## src/ppe_pkg.sv

```systemverilog
//------------------------------------------------------------------------------
// Functional notes
//------------------------------------------------------------------------------
// Functional notes
// - Primary master bit only when bridge masters primary.
// - Primary master bit needs primary response enable.
// - Primary trigger: sampled error or own mismatch.
// - Primary bit: upstream read/posted/delayed, primary error.
// - Secondary master bit only when bridge masters secondary.
// - Secondary bit and signal need secondary enable.
// - Secondary trigger: sampled error or own mismatch.
// - Secondary bit: downstream read/posted/delayed, secondary error.
// - Drive primary error only as write target/read initiator.
// - Driving primary error needs primary enable.
// - Secondary error on downstream delayed write forwards upward.
// - Primary error asserted for listed primary cases.
// - Drive secondary error only as write target/read initiator.
// - Primary error on upstream delayed write forwards downward.
// - Secondary error asserted for listed secondary cases.
package ppe_pkg;

   //---------------------------------------------------------------------------
   // Register map
   //---------------------------------------------------------------------------
   // Address width of the register port.
   localparam int ADDR_W = 4;
   // Read-only sticky status.
   localparam logic [3:0] OFF_STATUS = 4'h0;
   // Write-one-to-clear register.
   localparam logic [3:0] OFF_CLEAR = 4'h1;
   // Interrupt enable register.
   localparam logic [3:0] OFF_IRQEN = 4'h2;
   // Control register holding the two response enables.
   localparam logic [3:0] OFF_CTRL = 4'h3;

   //---------------------------------------------------------------------------
   // Field positions and reset values
   //---------------------------------------------------------------------------
   // Primary master data parity detected.
   localparam int BIT_PRI = 0;
   // Secondary master data parity detected.
   localparam int BIT_SEC = 1;
   // Control: primary parity error response enable.
   localparam int BIT_PRI_EN = 0;
   // Control: secondary parity error response enable.
   localparam int BIT_SEC_EN = 1;
   // Reset values.
   localparam logic [1:0] RST_CTRL  = 2'h0;
   localparam logic [1:0] RST_IRQEN = 2'h0;

   //---------------------------------------------------------------------------
   // Transaction attributes
   //---------------------------------------------------------------------------
   // Kind of transaction in flight.
   typedef enum logic [1:0] {KIND_READ, KIND_POSTED, KIND_DELAYED, KIND_NONE} ppe_kind_type;

endpackage : ppe_pkg

```

## src/ppe_sticky.sv

```systemverilog
`timescale 1ns/1ns
// Sticky event bit: set wins over a software clear in the same cycle.
module ppe_sticky
(
   // Clock and reset.
   input  wire logic core_clk,
   input  wire logic resetn,
   // Event and clear.
   input  wire logic setEvent,
   input  wire logic clearReq,
   // Stored flag.
   output logic      flag
);

   //---------------------------------------------------------------------------
   // Flag storage
   //---------------------------------------------------------------------------
   // sticky until clear
   always_ff @(posedge core_clk or negedge resetn)
   begin
      if (!resetn)
         flag <= 1'b0;
      else if (setEvent)
         flag <= 1'b1;
      else if (clearReq)
         flag <= 1'b0;
   end

   a_set_wins: assert property (@(posedge core_clk) disable iff (!resetn)
      setEvent |=> flag) else $error("sticky flag lost an event");

endmodule : ppe_sticky

```

## src/ppe_perr_drive.sv

```systemverilog
`timescale 1ns/1ns
// Registered active-low parity error pin driver for one bus.
module ppe_perr_drive
(
   // Clock and reset.
   input  wire logic core_clk,
   input  wire logic resetn,
   // Request to assert and permission to drive.
   input  wire logic assertReq,
   input  wire logic driveOk,
   // Pin signals.
   output logic      perrOut_n,
   output logic      perrOe
);

   //---------------------------------------------------------------------------
   // Pin registers
   //---------------------------------------------------------------------------
   // The pin stays high whenever driven without an error.
   always_ff @(posedge core_clk or negedge resetn)
   begin
      if (!resetn)
      begin
         perrOut_n <= 1'b1;
         perrOe    <= 1'b0;
      end
      else
      begin
         perrOe    <= driveOk;
         perrOut_n <= !(assertReq && driveOk);
      end
   end

   a_low_needs_oe: assert property (@(posedge core_clk) disable iff (!resetn)
      !perrOut_n |-> perrOe) else $error("error pin low while not driven");

endmodule : ppe_perr_drive

```

## src/ppe_parity_report.sv

```systemverilog
// Our own choices: strobed register access and the placing of the registers.
`timescale 1ns/1ns
// Data parity error reporting for a two-port bridge.
module ppe_parity_report
(
   // Clock and reset.
   input  wire logic                      core_clk,
   input  wire logic                      resetn,
   // Register port.
   input  wire logic [ppe_pkg::ADDR_W-1:0] regAddr,
   input  wire logic [31:0]               regWdata,
   input  wire logic                      regWrite,
   input  wire logic                      regRead,
   output logic      [31:0]               regRdata,
   // Transaction context, synchronous to core_clk.
   input  wire ppe_pkg::ppe_kind_type     txKind,
   input  wire logic                      txUpstream,
   input  wire logic                      priMaster,
   input  wire logic                      secMaster,
   input  wire logic                      priWrTarget,
   input  wire logic                      secWrTarget,
   input  wire logic                      priReadInit,
   input  wire logic                      secReadInit,
   input  wire logic                      dlyCompletion,
   // Own parity mismatch on each bus.
   input  wire logic                      priMismatch,
   input  wire logic                      secMismatch,
   // Parity error pins.
   input  wire logic                      primary_parity_err_n_in,
   output logic                           primary_parity_err_n_out,
   output logic                           primary_parity_err_n_oe,
   input  wire logic                      secondary_parity_err_n_in,
   output logic                           secondary_parity_err_n_out,
   output logic                           secondary_parity_err_n_oe,
   // Interrupt.
   output logic                           irq
);

   //---------------------------------------------------------------------------
   // Register state
   //---------------------------------------------------------------------------
   logic [1:0] ctrl;      // Response enables.
   logic [1:0] irqEn;     // Interrupt enables.
   logic [1:0] status;    // Sticky detected bits.
   logic       priEn;     // Primary response enable.
   logic       secEn;     // Secondary response enable.
   logic       isXfer;    // A data-carrying transaction is active.
   logic       priErr;    // Any error seen on the primary bus.
   logic       secErr;    // Any error seen on the secondary bus.
   logic       setPri;    // Primary detected bit event.
   logic       setSec;    // Secondary detected bit event.
   logic       fwdUp;     // Secondary error forwarded up.
   logic       fwdDown;   // Primary error forwarded down.
   logic       priAssert; // Primary pin assertion request.
   logic       secAssert; // Secondary pin assertion request.
   logic       clrWr;     // Write to the clear register.

   assign priEn  = ctrl[ppe_pkg::BIT_PRI_EN];
   assign secEn  = ctrl[ppe_pkg::BIT_SEC_EN];
   assign isXfer = (txKind != ppe_pkg::KIND_NONE);
   assign clrWr  = regWrite && (regAddr == ppe_pkg::OFF_CLEAR);

   //---------------------------------------------------------------------------
   // Detection
   //---------------------------------------------------------------------------
   // primary and secondary trigger sources
   assign priErr = !primary_parity_err_n_in || priMismatch;
   assign secErr = !secondary_parity_err_n_in || secMismatch;

   // primary master bit; upstream only, with primary enable.
   assign setPri = isXfer && priMaster && txUpstream && priErr && priEn;
   // secondary master bit; downstream only, with secondary enable.
   assign setSec = isXfer && secMaster && !txUpstream && secErr && secEn;

   //---------------------------------------------------------------------------
   // Pin assertion decisions
   //---------------------------------------------------------------------------
   // forward secondary error on downstream delayed write completion.
   assign fwdUp = (txKind == ppe_pkg::KIND_DELAYED) && !txUpstream && dlyCompletion
                  && !secondary_parity_err_n_in && priEn && secEn;
   // forward primary error on upstream delayed write completion.
   assign fwdDown = (txKind == ppe_pkg::KIND_DELAYED) && txUpstream && dlyCompletion
                    && !primary_parity_err_n_in && priEn && secEn;

   // primary cases: upstream read, downstream writes.
   assign priAssert = fwdUp || (priEn && priMismatch &&
                      (((txKind == ppe_pkg::KIND_READ) && txUpstream) ||
                       (((txKind == ppe_pkg::KIND_POSTED) ||
                         (txKind == ppe_pkg::KIND_DELAYED)) && !txUpstream)));
   // secondary cases: downstream read, upstream writes.
   assign secAssert = fwdDown || (secEn && secMismatch &&
                      (((txKind == ppe_pkg::KIND_READ) && !txUpstream) ||
                       (((txKind == ppe_pkg::KIND_POSTED) ||
                         (txKind == ppe_pkg::KIND_DELAYED)) && txUpstream)));

   //---------------------------------------------------------------------------
   // Pin drivers
   //---------------------------------------------------------------------------
   // drive only as write target or read initiator, enabled.
   ppe_perr_drive u_priDrive
   (
      .core_clk  (core_clk),
      .resetn    (resetn),
      .assertReq (priAssert),
      .driveOk   ((priWrTarget || priReadInit) && priEn),
      .perrOut_n (primary_parity_err_n_out),
      .perrOe    (primary_parity_err_n_oe)
   );

   ppe_perr_drive u_secDrive
   (
      .core_clk  (core_clk),
      .resetn    (resetn),
      .assertReq (secAssert),
      .driveOk   ((secWrTarget || secReadInit) && secEn),
      .perrOut_n (secondary_parity_err_n_out),
      .perrOe    (secondary_parity_err_n_oe)
   );

   //---------------------------------------------------------------------------
   // Status bits
   //---------------------------------------------------------------------------
   // write one clears each bit, events win.
   ppe_sticky u_priSticky
   (
      .core_clk (core_clk),
      .resetn   (resetn),
      .setEvent (setPri),
      .clearReq (clrWr && regWdata[ppe_pkg::BIT_PRI]),
      .flag     (status[ppe_pkg::BIT_PRI])
   );

   ppe_sticky u_secSticky
   (
      .core_clk (core_clk),
      .resetn   (resetn),
      .setEvent (setSec),
      .clearReq (clrWr && regWdata[ppe_pkg::BIT_SEC]),
      .flag     (status[ppe_pkg::BIT_SEC])
   );

   //---------------------------------------------------------------------------
   // Register writes
   //---------------------------------------------------------------------------
   // Control and interrupt enable registers.
   always_ff @(posedge core_clk or negedge resetn)
   begin
      if (!resetn)
      begin
         ctrl  <= ppe_pkg::RST_CTRL;
         irqEn <= ppe_pkg::RST_IRQEN;
      end
      else if (regWrite)
      begin
         if (regAddr == ppe_pkg::OFF_CTRL)
            ctrl <= regWdata[1:0];
         if (regAddr == ppe_pkg::OFF_IRQEN)
            irqEn <= regWdata[1:0];
      end
   end

   //---------------------------------------------------------------------------
   // Register reads
   //---------------------------------------------------------------------------
   // Read data appear one cycle after the strobe; unmapped reads give zero.
   always_ff @(posedge core_clk or negedge resetn)
   begin
      if (!resetn)
         regRdata <= 32'h0000_0000;
      else if (regRead)
      begin
         case (regAddr)
            ppe_pkg::OFF_STATUS: regRdata <= {30'h0, status};
            ppe_pkg::OFF_IRQEN:  regRdata <= {30'h0, irqEn};
            ppe_pkg::OFF_CTRL:   regRdata <= {30'h0, ctrl};
            default:             regRdata <= 32'h0000_0000;
         endcase
      end
      else
         regRdata <= 32'h0000_0000;
   end

   //---------------------------------------------------------------------------
   // Interrupt
   //---------------------------------------------------------------------------
   // Level interrupt; registered, so it lags status by one cycle.
   always_ff @(posedge core_clk or negedge resetn)
   begin
      if (!resetn)
         irq <= 1'b0;
      else
         irq <= |(status & irqEn);
   end

   //---------------------------------------------------------------------------
   // Assertions
   //---------------------------------------------------------------------------
   a_pri_needs_en: assert property (@(posedge core_clk) disable iff (!resetn)
      $rose(status[ppe_pkg::BIT_PRI]) |-> $past(priEn)) else $error("pri bit without enable");
   a_pri_upstream: assert property (@(posedge core_clk) disable iff (!resetn)
      $rose(status[ppe_pkg::BIT_PRI]) |-> $past(txUpstream) && $past(priMaster))
      else $error("pri bit on wrong direction");
   a_sec_downstream: assert property (@(posedge core_clk) disable iff (!resetn)
      $rose(status[ppe_pkg::BIT_SEC]) |-> !$past(txUpstream) && $past(secEn))
      else $error("sec bit on wrong direction");
   a_pri_pin_en: assert property (@(posedge core_clk) disable iff (!resetn)
      !primary_parity_err_n_out |-> $past(priEn)) else $error("pri pin without enable");
   a_sec_pin_en: assert property (@(posedge core_clk) disable iff (!resetn)
      !secondary_parity_err_n_out |-> $past(secEn)) else $error("sec pin without enable");
   a_pri_drive_win: assert property (@(posedge core_clk) disable iff (!resetn)
      primary_parity_err_n_oe |-> $past(priWrTarget) || $past(priReadInit))
      else $error("pri driven outside window");
   a_sec_drive_win: assert property (@(posedge core_clk) disable iff (!resetn)
      secondary_parity_err_n_oe |-> $past(secWrTarget) || $past(secReadInit))
      else $error("sec driven outside window");
   a_fwd_up: assert property (@(posedge core_clk) disable iff (!resetn)
      fwdUp && priWrTarget |=> !primary_parity_err_n_out) else $error("forward up missed");
   a_fwd_down: assert property (@(posedge core_clk) disable iff (!resetn)
      fwdDown && secWrTarget |=> !secondary_parity_err_n_out) else $error("forward down missed");
   a_irq_level: assert property (@(posedge core_clk) disable iff (!resetn)
      irq |-> |($past(status) & $past(irqEn))) else $error("irq without cause");

   c_pri_set:  cover property (@(posedge core_clk) $rose(status[ppe_pkg::BIT_PRI]));
   c_sec_set:  cover property (@(posedge core_clk) $rose(status[ppe_pkg::BIT_SEC]));
   c_fwd_up:   cover property (@(posedge core_clk) fwdUp);
   c_fwd_down: cover property (@(posedge core_clk) fwdDown);
   c_irq_rise: cover property (@(posedge core_clk) $rose(irq));

endmodule : ppe_parity_report

```

## config.mk

```make
export PLATFORM = sky130hd
export DESIGN_NAME = ppe_parity_report
export DESIGN_NICKNAME = d
export VERILOG_FILES = /design/src/ppe_pkg.sv /design/src/ppe_sticky.sv /design/src/ppe_perr_drive.sv /design/src/ppe_parity_report.sv
export SDC_FILE = /design/constraint.sdc
export NUM_CORES = 1
export LEC_CHECK = 0
export BUFFER_PORTS_ARGS = -buffer_cell sky130_fd_sc_hd__buf_4
export CORE_MARGIN = 1.5
export CORE_UTILIZATION = 30
export CTS_BUF_LIST = sky130_fd_sc_hd__clkbuf_4 sky130_fd_sc_hd__clkbuf_8
export CTS_CLUSTER_DIAMETER = 50
export DETAILED_ROUTE_END_ITERATION = 12
export PLACE_DENSITY = 0.69
export SLEW_MARGIN = 20
export SYNTH_ARGS = -nofsm -noshare
export SYNTH_HDL_FRONTEND = slang
export SYNTH_SLANG_ARGS = --single-unit
export TNS_END_PERCENT = 5
```

## constraint.sdc

```tcl
create_clock -name core_clk -period 2.1 [get_ports core_clk]
set_input_delay 0.63 -clock core_clk [delete_from_list [all_inputs] [get_ports core_clk]]
set_output_delay 0.63 -clock core_clk [all_outputs]
set_load 0.1 [all_outputs]
```

==> metrics list <==
* Height of the chip: 58.4 um
* Req. time, crit path: between 1000 and 1500 ps
- Routed wire length per instance: 10.4 um
- The mapped netlist covers 921 um2.
* Largest fanout on the critical path: 1
- Category of the critical setup timing path: flip-flop to output port
* Dpl cells: 147
- The biggest area contributor in the post-synthesis netlist is dfrtp_1.
* Data arrival, critical path: 1060 ps
- Counting the fill cells in the layout gives 285.
* Diode count: 0
* Die width: 58.4 um
- Max-cap viol count: 0
* Starting DRT DRC Count: 11
* Violations in the final reports: DRC
* Net count, final: 178
- Vias in the first global route: roughly 570
- The tree is rooted in a clkbuf_4.
- For this run, the top clock speed supported by timing is 0.591 GHz.
* Critical path's top delay family: flip-flops
- The worst setup path is captured at an output port.
- In the layout the commonest cells are 30 x conb_1, 30 x buf_4, 11 x dfrtp_1.
- TritonCTS built the clock tree.
- The synthesized netlist contains 26 unique library cells.
- No sink is reached through more buffers than the 2 on the longest clock path.
- At the end of routability-driven placement, the weighted congestion stood at approximately 0.8.
- Routed via count divided by cell count: 4.25
* Largest net degree at the start of global routing: 14
- Post-detailed-placement half-perimeter wirelength: 1.36 mm
- Pre-antenna DRT Iters: 8
- Final Cell Area: 0.00109 mm2
- Overall Global Routing Usage: 0.0952
- Across the routed clock network, the largest skew measured is between 0.7 and 0.8 ps.
- The routed design could run at a clock period as short as 1690 ps.
- Post-cts sizing count: 0
- Layout Cells excl Fill: 151
- Post-synthesis area per instance: 10.5 um2
- The number of clock buffers added by TritonCTS is 3.
* Startpoint of the worst register-to-register path: ctrl[0]
* Crit path buffers/inverters: 1
- Routed wire length: 1.57 mm
* Die area: 0.00341 mm2
- Number of warnings issued by yosys: 0
- Classification of the worst-slack hold path: input port to async pin
* Post-Place Cell Area: 0.00106 mm2
- Std cell rows: 19
- On the worst path, the slowest cell contributes a delay of 520 ps.
* Worst vdd rail ir drop: 0.253 mV
- During placement, the flow inserted port buffers numbering 30.
* RSZ-0062 raised after global routing: no
- The initial utilization of the core area, before any placement, comes to 0.326.
- Number of levels in the clock H-tree: 1
* Final max-slew violation count: 0
- Cell area power density: 899 mW/mm2
- After synthesis, the cell types taking the most area are dfrtp_1 30%, buf_4 24%, dfstp_2 5.7%.
- Share of the cycle needed by the critical path after routing: 0.806
* Standard cell with the maximum stage delay on the critical path: dfstp_2
* Global-route wire length before repair: 2.50 mm
- The detail route stage leaves a number of antenna-violating nets equal to 0.
* Postcts setup bufs: 0
- Synthesis handed over a netlist of 88 instances.
- Synthesis inferred 13 register bits.
* Register-to-register setup slack: 1030 ps
- Boundary Pins: 91
- Seq. cell area: 328 um2
- Origin of the worst setup path: u_secDrive.perrOut_n
- Summing over every cut layer, the via total after detailed routing is 642.
* Area growth from synthesis to layout: 18.8%
* Initial antenna violation count: 0
- Clock latency of the later-clocked register in the worst-skew pair: 260 ps
- Share of final-layout standard cells stronger than drive strength 1: 0.375
- The hold violation total from the final report was 0.
* Num Clock Sinks: 13
- Of the post-synthesis cell area, the dominant cell type holds 0.299.
- Outcome: finished, violations left
* Count of endpoints failing setup in the final report: 0
* Setup TNS Final: 0 ps
- Cell leakage power: roughly 0.00057 uW
- The multi-input combinational cells in the finished layout cover a total of 449 um2.
* CTS Hold Buffers Added: 0
- After clock tree synthesis, the clock-pin slew on the worst setup and hold paths is 80 ps.
* Sequential-to-total area share from yosys stat: 0.356
- Number of remaining DRC errors: 1
- The worst setup path is launched from a flip-flop.
- Global-route congestion overflow total: 0
- The core region is 0.00283 mm2.
- Cells traversed along the worst timing path: buf_4
==> cell families (layout without fill, tap and decap cells) <==
| kind of cell | Yosys count | after routing | share of synthesized area |
|---|---|---|---|
| other | 1 | 30 | 0.00407 |
| AOI/OAI and AO/OA | 11 | 11 | 0.121 |
| DFF | 13 | 13 | 0.356 |
| and+or+nand+nor | 15 | 15 | 0.111 |
| adders and majority gates | 3 | 3 | 0.0408 |
| buffers and inverters | 37 | 40 | 0.274 |
| muxes | 8 | 8 | 0.0924 |
==> cell usage after synthesis (all sizes together) <==
cell     instances
a2111oi          2
a211o            2
a22o             1
and3             2
and4b            1
buf             31
conb             1
dfrtp           11
dfstp            2
ha               3
inv              6
mux2             4
mux2i            4
nand2            4
nand2b           1
nand3            2
nand4            1
nand4b           1
nor2             1
nor2b            2
o21a             2
o21ai            2
o32ai            2
==> stage by stage <==
step / util / worst slack (ps) / power [uW] / hold WS (ps)
global route: 0.387 / 359 / 1030 / 176
floorplan: - / 587 / 780 / 334
CTS: 0.387 / 396 / 991 / 191
global placement: 0.376 / 509 / 820 / 478
detailed placement: 0.376 / 494 / 827 / 483
finish: 0.387 / 407 / 983 / 191
==> path summary, 6_finish.rpt <==
check,cells past startpoint,end
worst min-delay path,1,u_priDrive.perrOe
min in group core_clk,1,u_priSticky.flag
worst max-delay path,1,secondary_parity_err_n_out
max in group asynchronous,1,u_secDrive.perrOut_n
worst max register to register,3,u_priSticky.flag
worst min register to register,1,u_priSticky.flag
==> routing by layer <==
metal | wire, um | global-route usage | vias up
li1 | - | - | 304
met1 | 586 | 0.105 | 296
met2 | 803 | 0.177 | 42
met3 | 176 | 0.0242 | 0
met4 | 0 | 0.0299 | 0
met5 | 0 | 0 | -
==> area by class of cell <==
type	instances	area share
multi-input combinational	67	0.411
sequential	13	0.300
timing repair buffer	30	0.206
tap	31	0.0355
clock buffer	4	0.0275
inverter	6	0.0206
==> sequential cells by signal (all words and copies together), names as in the netlist <==
register	count
ctrl	2
irqEn	2
regRdata	2
irq	1
u_priDrive.perrOe	1
u_priDrive.perrOut_n	1
u_priSticky.flag	1
u_secDrive.perrOe	1
u_secDrive.perrOut_n	1
u_secSticky.flag	1
==> power breakdown <==
part           leakage [uW]  total [uW]  switching (uW)  internal [uW]
combinational      0.000397         506             412           93.6
clock             0.0000184         162            75.9           86.3
sequential         0.000152         315            27.6            287
total              0.000568         983             516            467
Note: power is estimated with default switching activity, not from simulation.
